**src/design/edp_pkg.sv**
```systemverilog
// How it works
// - after reset release, first probe clock fall means a debugger attached
// - on attach, debug pins are forced to debug function, no device reset
// - attach never halts or resets the running core
// - probe clock held low through reset release raises a core reset request
// - system manager port may withdraw that core reset request
// - after reset the combined port runs in scan-chain mode
// - over 50 highs, 0x79e7 msb first, over 50 highs selects serial-wire
// - over 50 highs, 0x3ce7 msb first, over 50 highs returns to scan-chain
// - trace output uses data-out pin only in serial-wire mode
// - boundary-scan controller and instructions unavailable in serial-wire mode
// - both controllers capture each shifted instruction into their own register
// - data-out comes from boundary-scan when it knows the instruction
// - access port select 0 is system bus, 1 is system manager
// - 0000 extest, 0001 sample/preload, 0100 intest use boundary chain
// - 0101 clamp uses bypass bit while pins driven from boundary register
// - 1000 abort, 1010 dp access, 1011 ap access, 1110 idcode, 1100/1101 reserved
// - 1111 selects the one-bit bypass register
// - port enables only on a clock fall seen while reset pin is released
// - instruction and bypass registers held reset while tap sits in test-logic-reset
// - serial-wire mode releases data-in and data-out pins to alternates
// - instruction and data patterns shift least significant bit first
package edp_pkg;
  localparam int unsigned IR_W = 4;
  localparam logic [3:0] IR_EXTEST = 4'h0;
  localparam logic [3:0] IR_SAMPLE = 4'h1;
  localparam logic [3:0] IR_INTEST = 4'h4;
  localparam logic [3:0] IR_CLAMP = 4'h5;
  localparam logic [3:0] IR_ABORT = 4'h8;
  localparam logic [3:0] IR_DEBUG_PORT_ACCESS = 4'ha;
  localparam logic [3:0] IR_ACCESS_PORT_ACCESS = 4'hb;
  localparam logic [3:0] IR_RSVD0 = 4'hc;
  localparam logic [3:0] IR_RSVD1 = 4'hd;
  localparam logic [3:0] IR_IDCODE = 4'he;
  localparam logic [3:0] IR_BYPASS = 4'hf;
  localparam logic [3:0] IR_RESET = 4'he; // idcode after tap reset
  localparam logic [15:0] SEQ_TO_SW = 16'h79e7;
  localparam logic [15:0] SEQ_TO_JTAG = 16'h3ce7;
  localparam int unsigned HIGH_MIN = 50; // strictly more than this
  localparam logic [7:0] HIGH_CNT_MAX = 8'hff;
  localparam logic ACCESS_PORT_SELECT_BUS = 1'b0;
  localparam logic ACCESS_PORT_SELECT_SYSTEM_MANAGER_ACCESS_PORT = 1'b1;

  typedef enum logic [3:0] {
    EDP_TLR, EDP_RTI, EDP_SEL_DR, EDP_CAP_DR, EDP_SH_DR, EDP_EX1_DR,
    EDP_PA_DR, EDP_EX2_DR, EDP_UPD_DR, EDP_SEL_IR, EDP_CAP_IR, EDP_SH_IR,
    EDP_EX1_IR, EDP_PA_IR, EDP_EX2_IR, EDP_UPD_IR
  } edp_tap_type;

  typedef enum logic [1:0] {
    EDP_SW_IDLE, EDP_SW_CODE, EDP_SW_TAIL
  } edp_sel_type;

  // decoded instruction outputs toward on-chip debug logic
  typedef struct packed {
    logic bscan_hit;
    logic use_bsr;
    logic clamp;
    logic extest;
    logic intest;
    logic abort;
    logic debug_port_access;
    logic access_port_access;
    logic idcode;
    logic bypass;
  } edp_dec_type;
endpackage

```
**src/design/edp_top.sv**
```systemverilog
`timescale 1ns/1ns
module edp_top (
  input wire logic mclk,
  input wire logic rst_n,
  input wire logic probe_clock_line,
  input wire logic reset_pin_n,
  input wire logic mode_data_line_in,
  output logic mode_data_line_out,
  output logic mode_data_line_oe_n,
  input wire logic tdi_in,
  output logic tdo_out,
  output logic tdo_oe_n,
  input wire logic trace_serial_output,
  input wire logic trace_en,
  input wire logic swd_out,
  input wire logic swd_drive,
  input wire logic dp_tdo,
  input wire logic bsr_tdo,
  input wire logic system_manager_access_port_release,
  input wire logic access_port_select,
  output logic debugger_attached,
  output logic pins_forced,
  output logic tdi_tdo_released,
  output logic core_reset_req,
  output logic scan_mode,
  output logic tap_reset,
  output logic [3:0] ir_bscan,
  output logic [3:0] ir_dp,
  output edp_pkg::edp_dec_type dec,
  output logic sel_system_bus_ap,
  output logic sel_system_manager_ap,
  output logic tck_rise,
  output logic tck_fall,
  output logic shift_tdi
);
  // input synchronisers, two flops each
  logic [1:0] tck_s_q;
  logic [1:0] rst_s_q;
  logic [1:0] tms_s_q;
  logic [1:0] tdi_s_q;
  logic tck_q;
  always_ff @(posedge mclk) begin
    if (!rst_n) begin
      tck_s_q <= 2'h0;
      rst_s_q <= 2'h0;
      tms_s_q <= 2'h0;
      tdi_s_q <= 2'h0;
      tck_q <= 1'b0;
    end else begin
      tck_s_q <= {tck_s_q[0], probe_clock_line};
      rst_s_q <= {rst_s_q[0], reset_pin_n};
      tms_s_q <= {tms_s_q[0], mode_data_line_in};
      tdi_s_q <= {tdi_s_q[0], tdi_in};
      tck_q <= tck_s_q[1];
    end
  end

  logic tck_r;
  logic tck_f;
  logic pin_rst_n;
  logic tms;
  assign tck_r = tck_s_q[1] & ~tck_q;
  assign tck_f = ~tck_s_q[1] & tck_q;
  assign pin_rst_n = rst_s_q[1];
  assign tms = tms_s_q[1];
  assign tck_rise = tck_r;
  assign tck_fall = tck_f;

  // attach detection; the core is left running
  logic attached_q;
  always_ff @(posedge mclk) begin
    if (!rst_n || !pin_rst_n) begin
      attached_q <= 1'b0;
    end else if (tck_f) begin
      attached_q <= 1'b1;
    end
  end
  assign debugger_attached = attached_q;
  assign pins_forced = attached_q;

  // core reset request: clock low while reset pin released
  logic pin_rst_q;
  logic req_q;
  always_ff @(posedge mclk) begin
    if (!rst_n) begin
      pin_rst_q <= 1'b0;
      req_q <= 1'b0;
    end else begin
      pin_rst_q <= pin_rst_n;
      if (system_manager_access_port_release) begin
        req_q <= 1'b0;
      end else if (pin_rst_n && !pin_rst_q && !tck_s_q[1]) begin
        req_q <= 1'b1;
      end
    end
  end
  assign core_reset_req = req_q;

  // tap state machine, stepped on probe clock rising edges
  edp_pkg::edp_tap_type tap_q;
  edp_pkg::edp_tap_type tap_d;
  always_comb begin
    tap_d = tap_q;
    unique case (tap_q)
      edp_pkg::EDP_TLR: tap_d = tms ? edp_pkg::EDP_TLR : edp_pkg::EDP_RTI;
      edp_pkg::EDP_RTI: tap_d = tms ? edp_pkg::EDP_SEL_DR : edp_pkg::EDP_RTI;
      edp_pkg::EDP_SEL_DR:
        tap_d = tms ? edp_pkg::EDP_SEL_IR : edp_pkg::EDP_CAP_DR;
      edp_pkg::EDP_CAP_DR:
        tap_d = tms ? edp_pkg::EDP_EX1_DR : edp_pkg::EDP_SH_DR;
      edp_pkg::EDP_SH_DR:
        tap_d = tms ? edp_pkg::EDP_EX1_DR : edp_pkg::EDP_SH_DR;
      edp_pkg::EDP_EX1_DR:
        tap_d = tms ? edp_pkg::EDP_UPD_DR : edp_pkg::EDP_PA_DR;
      edp_pkg::EDP_PA_DR:
        tap_d = tms ? edp_pkg::EDP_EX2_DR : edp_pkg::EDP_PA_DR;
      edp_pkg::EDP_EX2_DR:
        tap_d = tms ? edp_pkg::EDP_UPD_DR : edp_pkg::EDP_SH_DR;
      edp_pkg::EDP_UPD_DR:
        tap_d = tms ? edp_pkg::EDP_SEL_DR : edp_pkg::EDP_RTI;
      edp_pkg::EDP_SEL_IR:
        tap_d = tms ? edp_pkg::EDP_TLR : edp_pkg::EDP_CAP_IR;
      edp_pkg::EDP_CAP_IR:
        tap_d = tms ? edp_pkg::EDP_EX1_IR : edp_pkg::EDP_SH_IR;
      edp_pkg::EDP_SH_IR:
        tap_d = tms ? edp_pkg::EDP_EX1_IR : edp_pkg::EDP_SH_IR;
      edp_pkg::EDP_EX1_IR:
        tap_d = tms ? edp_pkg::EDP_UPD_IR : edp_pkg::EDP_PA_IR;
      edp_pkg::EDP_PA_IR:
        tap_d = tms ? edp_pkg::EDP_EX2_IR : edp_pkg::EDP_PA_IR;
      edp_pkg::EDP_EX2_IR:
        tap_d = tms ? edp_pkg::EDP_UPD_IR : edp_pkg::EDP_SH_IR;
      edp_pkg::EDP_UPD_IR:
        tap_d = tms ? edp_pkg::EDP_SEL_DR : edp_pkg::EDP_RTI;
    endcase
  end

  logic scan_q;
  always_ff @(posedge mclk) begin
    if (!rst_n || !attached_q || !scan_q) begin
      tap_q <= edp_pkg::EDP_TLR;
    end else if (tck_r) begin
      tap_q <= tap_d;
    end
  end
  assign tap_reset = (tap_q == edp_pkg::EDP_TLR);

  // instruction shift and parallel capture into both registers
  logic [3:0] ir_sh_q;
  logic [3:0] ir_bs_q;
  logic [3:0] ir_dp_q;
  always_ff @(posedge mclk) begin
    if (!rst_n || tap_q == edp_pkg::EDP_TLR) begin
      ir_sh_q <= 4'h0;
      ir_bs_q <= edp_pkg::IR_RESET;
      ir_dp_q <= edp_pkg::IR_RESET;
    end else if (tck_r) begin
      if (tap_q == edp_pkg::EDP_CAP_IR) begin
        ir_sh_q <= 4'h1;
      end else if (tap_q == edp_pkg::EDP_SH_IR) begin
        ir_sh_q <= {tdi_s_q[1], ir_sh_q[3:1]};
      end else if (tap_q == edp_pkg::EDP_UPD_IR) begin
        ir_bs_q <= ir_sh_q;
        ir_dp_q <= ir_sh_q;
      end
    end
  end
  assign ir_bscan = ir_bs_q;
  assign ir_dp = ir_dp_q;

  // single bit bypass register
  logic byp_q;
  always_ff @(posedge mclk) begin
    if (!rst_n || tap_q == edp_pkg::EDP_TLR) begin
      byp_q <= 1'b0;
    end else if (tck_r && tap_q == edp_pkg::EDP_SH_DR) begin
      byp_q <= tdi_s_q[1];
    end
  end
  assign shift_tdi = tdi_s_q[1];

  edp_ir_decode u_dec (
    .ir_bscan(ir_bs_q),
    .ir_dp(ir_dp_q),
    .scan_mode(scan_q),
    .dec(dec)
  );

  // mode select: run of highs, 16-bit code msb first, run of highs
  edp_pkg::edp_sel_type sel_q;
  logic [7:0] hcnt_q;
  logic [15:0] code_q;
  logic [4:0] nbit_q;
  logic to_sw_q;
  always_ff @(posedge mclk) begin
    if (!rst_n) begin
      hcnt_q <= 8'h00;
    end else if (tck_r) begin
      if (!tms) begin
        hcnt_q <= 8'h00;
      end else if (hcnt_q != edp_pkg::HIGH_CNT_MAX) begin
        hcnt_q <= hcnt_q + 8'h01;
      end
    end
  end

  always_ff @(posedge mclk) begin
    if (!rst_n || !pin_rst_n) begin
      sel_q <= edp_pkg::EDP_SW_IDLE;
      scan_q <= 1'b1;
      code_q <= 16'h0000;
      nbit_q <= 5'h00;
      to_sw_q <= 1'b0;
    end else if (tck_r) begin
      unique case (sel_q)
        edp_pkg::EDP_SW_IDLE: begin
          if (!tms && hcnt_q > 8'(edp_pkg::HIGH_MIN)) begin
            sel_q <= edp_pkg::EDP_SW_CODE;
            code_q <= 16'h0000;
            nbit_q <= 5'h01;
          end
        end
        edp_pkg::EDP_SW_CODE: begin
          if (nbit_q == 5'h10) begin
            if (code_q == edp_pkg::SEQ_TO_SW && scan_q) begin
              sel_q <= edp_pkg::EDP_SW_TAIL;
              to_sw_q <= 1'b1;
            end else if (code_q == edp_pkg::SEQ_TO_JTAG && !scan_q) begin
              sel_q <= edp_pkg::EDP_SW_TAIL;
              to_sw_q <= 1'b0;
            end else begin
              sel_q <= edp_pkg::EDP_SW_IDLE;
            end
          end else begin
            nbit_q <= nbit_q + 5'h01;
          end
        end
        edp_pkg::EDP_SW_TAIL: begin
          if (!tms) begin
            sel_q <= edp_pkg::EDP_SW_IDLE;
          end else if (hcnt_q > 8'(edp_pkg::HIGH_MIN)) begin
            sel_q <= edp_pkg::EDP_SW_IDLE;
            scan_q <= ~to_sw_q;
          end
        end
      endcase
      if (sel_q == edp_pkg::EDP_SW_CODE && nbit_q != 5'h10) begin
        code_q <= {code_q[14:0], tms};
      end
    end
  end
  assign scan_mode = scan_q;

  // first zero bit counted into the code while idle
  // data-out steering and pin ownership
  always_comb begin
    tdo_out = 1'b0;
    tdo_oe_n = 1'b1;
    if (attached_q && scan_q) begin
      tdo_oe_n = 1'b0;
      if (dec.bscan_hit) begin
        tdo_out = dec.clamp ? byp_q : bsr_tdo;
      end else if (dec.bypass) begin
        tdo_out = byp_q;
      end else begin
        tdo_out = dp_tdo;
      end
    end else if (attached_q && trace_en) begin
      tdo_oe_n = 1'b0;
      tdo_out = trace_serial_output;
    end
  end

  // serial-wire data line drive
  assign mode_data_line_out = swd_out;
  assign mode_data_line_oe_n = ~(attached_q && !scan_q && swd_drive);
  assign tdi_tdo_released = ~scan_q;

  // access port select
  assign sel_system_bus_ap = (access_port_select == edp_pkg::ACCESS_PORT_SELECT_BUS);
  assign sel_system_manager_ap =
    (access_port_select == edp_pkg::ACCESS_PORT_SELECT_SYSTEM_MANAGER_ACCESS_PORT);
endmodule

```
**src/design/edp_ir_decode.sv**
```systemverilog
`timescale 1ns/1ns
module edp_ir_decode (
  input wire logic [3:0] ir_bscan,
  input wire logic [3:0] ir_dp,
  input wire logic scan_mode,
  output edp_pkg::edp_dec_type dec
);
  // both instruction registers decoded side by side
  always_comb begin
    dec = '0;
    if (scan_mode) begin
      unique case (ir_bscan)
        edp_pkg::IR_EXTEST: begin
          dec.bscan_hit = 1'b1;
          dec.use_bsr = 1'b1;
          dec.extest = 1'b1;
        end
        edp_pkg::IR_SAMPLE: begin
          dec.bscan_hit = 1'b1;
          dec.use_bsr = 1'b1;
        end
        edp_pkg::IR_INTEST: begin
          dec.bscan_hit = 1'b1;
          dec.use_bsr = 1'b1;
          dec.intest = 1'b1;
        end
        edp_pkg::IR_CLAMP: begin
          dec.bscan_hit = 1'b1;
          dec.clamp = 1'b1;
        end
        default: dec.bscan_hit = 1'b0;
      endcase
      unique case (ir_dp)
        edp_pkg::IR_ABORT: dec.abort = 1'b1;
        edp_pkg::IR_DEBUG_PORT_ACCESS: dec.debug_port_access = 1'b1;
        edp_pkg::IR_ACCESS_PORT_ACCESS: dec.access_port_access = 1'b1;
        edp_pkg::IR_IDCODE: dec.idcode = 1'b1;
        edp_pkg::IR_RSVD0, edp_pkg::IR_RSVD1: dec.bypass = 1'b1;
        edp_pkg::IR_BYPASS: dec.bypass = 1'b1;
        default: dec.bypass = 1'b1;
      endcase
    end
  end
endmodule

```
**config.mk**
```make
export PLATFORM = sky130hd
export DESIGN_NAME = edp_top
export DESIGN_NICKNAME = d
export VERILOG_FILES = /design/src/design/edp_pkg.sv /design/src/design/edp_top.sv /design/src/design/edp_ir_decode.sv
export SDC_FILE = /design/constraint.sdc
export NUM_CORES = 1
export LEC_CHECK = 0
export ABC_AREA = 1
export BUFFER_PORTS_ARGS = -buffer_cell sky130_fd_sc_hd__buf_2
export CAP_MARGIN = 25
export CORE_ASPECT_RATIO = 0.9
export CORE_MARGIN = 2
export CORE_UTILIZATION = 62
export DETAILED_ROUTE_END_ITERATION = 6
export HOLD_SLACK_MARGIN = 0.02
export PLACE_DENSITY_LB_ADDON = 0.08
export SLEW_MARGIN = 20
export SYNTH_ARGS = -nofsm -noshare
export SYNTH_HDL_FRONTEND = slang
export SYNTH_SLANG_ARGS = --single-unit
```
**constraint.sdc**
```tcl
create_clock -name mclk -period 4.2 [get_ports mclk]
set_input_delay 0.63 -clock mclk [delete_from_list [all_inputs] [get_ports mclk]]
set_output_delay 0.63 -clock mclk [all_outputs]
set_load 0.01 [all_outputs]
```
==> results.json <==
{
  "max-cap-violations": 0,
  "tightest_slew_ns": 0.716,
  "p_comb_share_pct": 2.8,
  "design_power_uw": 1120,
  "tritoncts.num_buffers": 9,
  "worst_setup_path_end_kind": "primary output",
  "synth.distinct_cells": 41,
  "timing.critical_path.mode_cell": "sky130_fd_sc_hd__nand2_1",
  "netlist_instances": 466,
  "total_switching_power_uw": 234,
  "worst_hold_path_type": "reg -> reg",
  "cts_max_path_buffers": 2,
  "finalSetupViolations": 0,
  "crit_buf_inv": 2,
  "drc_errors": 0,
  "floorplan.initialDensity_pct": 65.6,
  "crit_path_cell_chain": "inv_1 > nor2_1 > nand2_1 > nor2_2 > o21ai_0 > a21oi_1 > nand2_1 > o21ai_1 > buf_2",
  "count_of_port_buffers_added_during_placement": 44,
  "synth_area_per_cell_sq_um": 6.98,
  "final_routed_wire_length_divided_by_cell_count_microns": 12.3,
  "cts_sinks": 58,
  "die_w_microns": 80.3,
  "internal-power_uw": 883,
  "critical_path_peak_fanout": 5,
  "final.period_utilization_pct": 57.2,
  "clk_pin_slew_worst_paths_ns": 0.07,
  "timing_hold_violations_final": 0,
  "die_h_microns": 72.7,
  "yosys_top_cell_area_share_pct": 35.7,
  "floorplan.io_pins": 47,
  "max_clock_freq_mhz": 416,
  "global_route.usage.total_pct": 26.0,
  "synth.ff_latch_count": 58,
  "drv_slew": 0,
  "clock_insertion_delay_worst_skew_ns": 0.33,
  "ctsHtreeMaxLevel": 3,
  "synth-edff-count": 0,
  "cpMaxStageDelayCell": "sky130_fd_sc_hd__dfxtp_1",
  "core_region_area_sq_mm": 0.00495,
  "die_area_sq_mm": 0.00584,
  "antenna-diode-count": 0,
  "grt_pass1_vias": 2680,
  "rsz_0062_raised_after_global_routing": "false",
  "critPathRequiredTime_ns": 3.57,
  "synthToLayoutAreaGrowth_pct": 10.9,
  "pwr-share-seq_pct": 49.9,
  "cp_data_arrival_time_ns": 1.77,
  "period_needed_ns": 2.40,
  "design.final.nets": 523,
  "criticalPathCategory": "reg -> out",
  "antenna_left": 0,
  "cts_setup_buffers": 0,
  "route.final.wire_length_microns": 7050,
  "vdd_ir_drop_max_uv": 256,
  "layout-drive-gt1-share_pct": 19.2,
  "synth_area_sq_mm": 0.00325,
  "critPathMaxStageDelay_ns": 0.39,
  "yosys_warnings": 0,
  "post-dp-hpwl_microns": 5050,
  "grt_first_pass_wirelength_microns": 12000,
  "std_cell_rows": 24,
  "grt_overflow": 0,
  "cpLargestDelayFamily": "simple AND/OR/NAND/NOR gates",
  "switching_fraction_of_total_power_pct": 21.0,
  "fin_setup_tns_ns": 0,
  "clock_power_share_pct": 47.3,
  "cts_tree": "yes",
  "startpoint_type": "register",
  "drt_iter0_drc": 235,
  "viasPerCell": 5.38,
  "synth-async-reset-ratio_pct": 0,
  "timing.clock.skew_ns": 0.00738,
  "cts_hold_repair.buffers": 0,
  "p_per_area_mw_per_mm2": 310,
  "placer_congestion_estimate": 1.01,
  "synthTopCellsByArea": "sky130_fd_sc_hd__dfxtp_1, sky130_fd_sc_hd__nand2_1, sky130_fd_sc_hd__inv_1",
  "post_cts_resize_count": 0,
  "grt_antenna_before_repair": 0,
  "run_status": "finished clean",
  "synth.yosys.seq_area_share_pct": 35.7,
  "vias": 3073,
  "synth_area_leader_cell": "sky130_fd_sc_hd__dfxtp_1",
  "drt_first_pass_iters": 6,
  "max-slew-margin-rel_pct": 52.2,
  "ctsRootBufferMaster": "sky130_fd_sc_hd__clkbuf_8",
  "synth_top_flop_cell": "sky130_fd_sc_hd__dfxtp_1",
  "power.static_leakage_uw": 0.00154,
  "postSynthNetCount": 487,
  "grt_max_degree": 23
}
sequential cells by signal, summed over array words and instances (netlist names):
name,cells
code_q,16
hcnt_q,8
nbit_q,5
ir_dp,4
ir_sh_q,4
tap_q,4
rst_s_q,2
sel_q,2
tck_s_q,2
tdi_s_q,2
tms_s_q,2
byp_q,1
core_reset_req,1
debugger_attached,1
pin_rst_q,1
scan_mode,1
tck_q,1
to_sw_q,1
power groups by stage:
stage	Sequential, uW	Clock [uW]	Combinational (uW)
final	558	529	30.8
after global routing	558	565	34.3
after CTS	558	546	31.2
after detailed placement	570	0	31.2
after global placement	570	0	30.5
after floorplan	569	0	22.5
per-stage QoR:
stage | cells | util (%) | setup WS [ns] | cell area [sq um] | hold slack, ns
floorplan | 466 | - | 2.29 | 3250 | 0.390
global placement | 556 | 68.7 | 2.28 | 3400 | 0.395
detailed placement | 556 | 68.7 | 2.20 | 3400 | 0.406
CTS | 571 | 72.8 | 1.82 | 3610 | 0.422
global route | 571 | 72.8 | 1.64 | 3610 | 0.430
finish | 571 | 72.8 | 1.80 | 3610 | 0.416
layout make-up:
type | instances | area [sq um]
clock buffers | 13 | 169
clock inverters | 2 | 35.0
fillers | 426 | 1350
inverters | 67 | 259
multi-input cells | 322 | 1680
flip-flops and latches | 58 | 1160
well taps | 65 | 81.3
repair buffers | 44 | 220
layer usage:
metal	up-vias	part of all wire, %	track usage (%)
met3	13	6.1	6.06
met5	-	0	0
met2	116	47	43.8
li1	1565	-	-
met1	1379	45	32.4
met4	0	1.7	9.98
path summary, 6_finish.rpt:
check | from | end | slack (ns) | cells after the start
setup / recovery | ir_dp[2] | tdo_out | 1.80 | 9
hold / removal | rst_s_q[0] | rst_s_q[1] | 0.42 | 2
setup reg to reg | hcnt_q[0] | code_q[3] | 2.46 | 10
hold reg to reg | rst_s_q[0] | rst_s_q[1] | 0.42 | 2
cell usage after synthesis, types with 2 or more instances:
cell,number
sky130_fd_sc_hd__nor2_1,46
sky130_fd_sc_hd__xor2_1,2
sky130_fd_sc_hd__nor2_4,2
sky130_fd_sc_hd__clkinv_1,2
sky130_fd_sc_hd__a21oi_1,39
sky130_fd_sc_hd__o211ai_1,4
sky130_fd_sc_hd__nor3_1,7
sky130_fd_sc_hd__nand2_4,4
sky130_fd_sc_hd__nand3_1,42
sky130_fd_sc_hd__inv_1,56
sky130_fd_sc_hd__buf_2,2
sky130_fd_sc_hd__inv_2,6
sky130_fd_sc_hd__nand3_2,3
sky130_fd_sc_hd__nor2_2,5
sky130_fd_sc_hd__nand2_2,8
sky130_fd_sc_hd__clkbuf_1,3
sky130_fd_sc_hd__buf_6,3
sky130_fd_sc_hd__nand2_1,108
sky130_fd_sc_hd__o21ai_1,4
sky130_fd_sc_hd__ha_1,7
sky130_fd_sc_hd__buf_4,9
sky130_fd_sc_hd__dfxtp_1,58
sky130_fd_sc_hd__o21bai_1,2
sky130_fd_sc_hd__o21ai_0,12
sky130_fd_sc_hd__inv_4,3
sky130_fd_sc_hd__nand4_1,13
sky130_fd_sc_hd__o21a_1,2
cell families after synthesis:
logic type / after synthesis / synth area share [%]
AOI/OAI and AO/OA: 67 / 11.4
xor gates and xnor gates: 3 / 0.808
adders and majority gates: 7 / 2.69
buffers and inverters: 86 / 12.6
DFF: 58 / 35.7
and+or+nand+nor: 245 / 36.8
worst min-delay path: stages (launching register included):
cell	delay, ns
sky130_fd_sc_hd__dfxtp_1	0.31
sky130_fd_sc_hd__nand2_1	0.05
sky130_fd_sc_hd__inv_1	0.04
cell usage in the layout, fill, tap and decap left out, types with 2 or more instances in the layout:
cell type,Yosys,layout
sky130_fd_sc_hd__o21ai_1,4,4
sky130_fd_sc_hd__inv_4,3,3
sky130_fd_sc_hd__inv_2,6,6
sky130_fd_sc_hd__nor2_1,46,46
sky130_fd_sc_hd__o21ai_0,12,12
sky130_fd_sc_hd__nor2_4,2,2
sky130_fd_sc_hd__xor2_1,2,2
sky130_fd_sc_hd__buf_2,2,44
sky130_fd_sc_hd__o21bai_1,2,2
sky130_fd_sc_hd__a21oi_1,39,39
sky130_fd_sc_hd__ha_1,7,7
sky130_fd_sc_hd__dfxtp_1,58,58
sky130_fd_sc_hd__clkinv_1,2,2
sky130_fd_sc_hd__nor2_2,5,5
sky130_fd_sc_hd__inv_1,56,56
sky130_fd_sc_hd__nand2_4,4,4
sky130_fd_sc_hd__nand3_2,3,3
sky130_fd_sc_hd__nand2_2,8,8
sky130_fd_sc_hd__o21a_1,2,2
sky130_fd_sc_hd__o211ai_1,4,4
sky130_fd_sc_hd__nand2_1,108,108
sky130_fd_sc_hd__nor3_1,7,7
sky130_fd_sc_hd__nand3_1,42,42
sky130_fd_sc_hd__nand4_1,13,13
sky130_fd_sc_hd__clkbuf_8,1,12
Power figures use the tool's default switching activity.
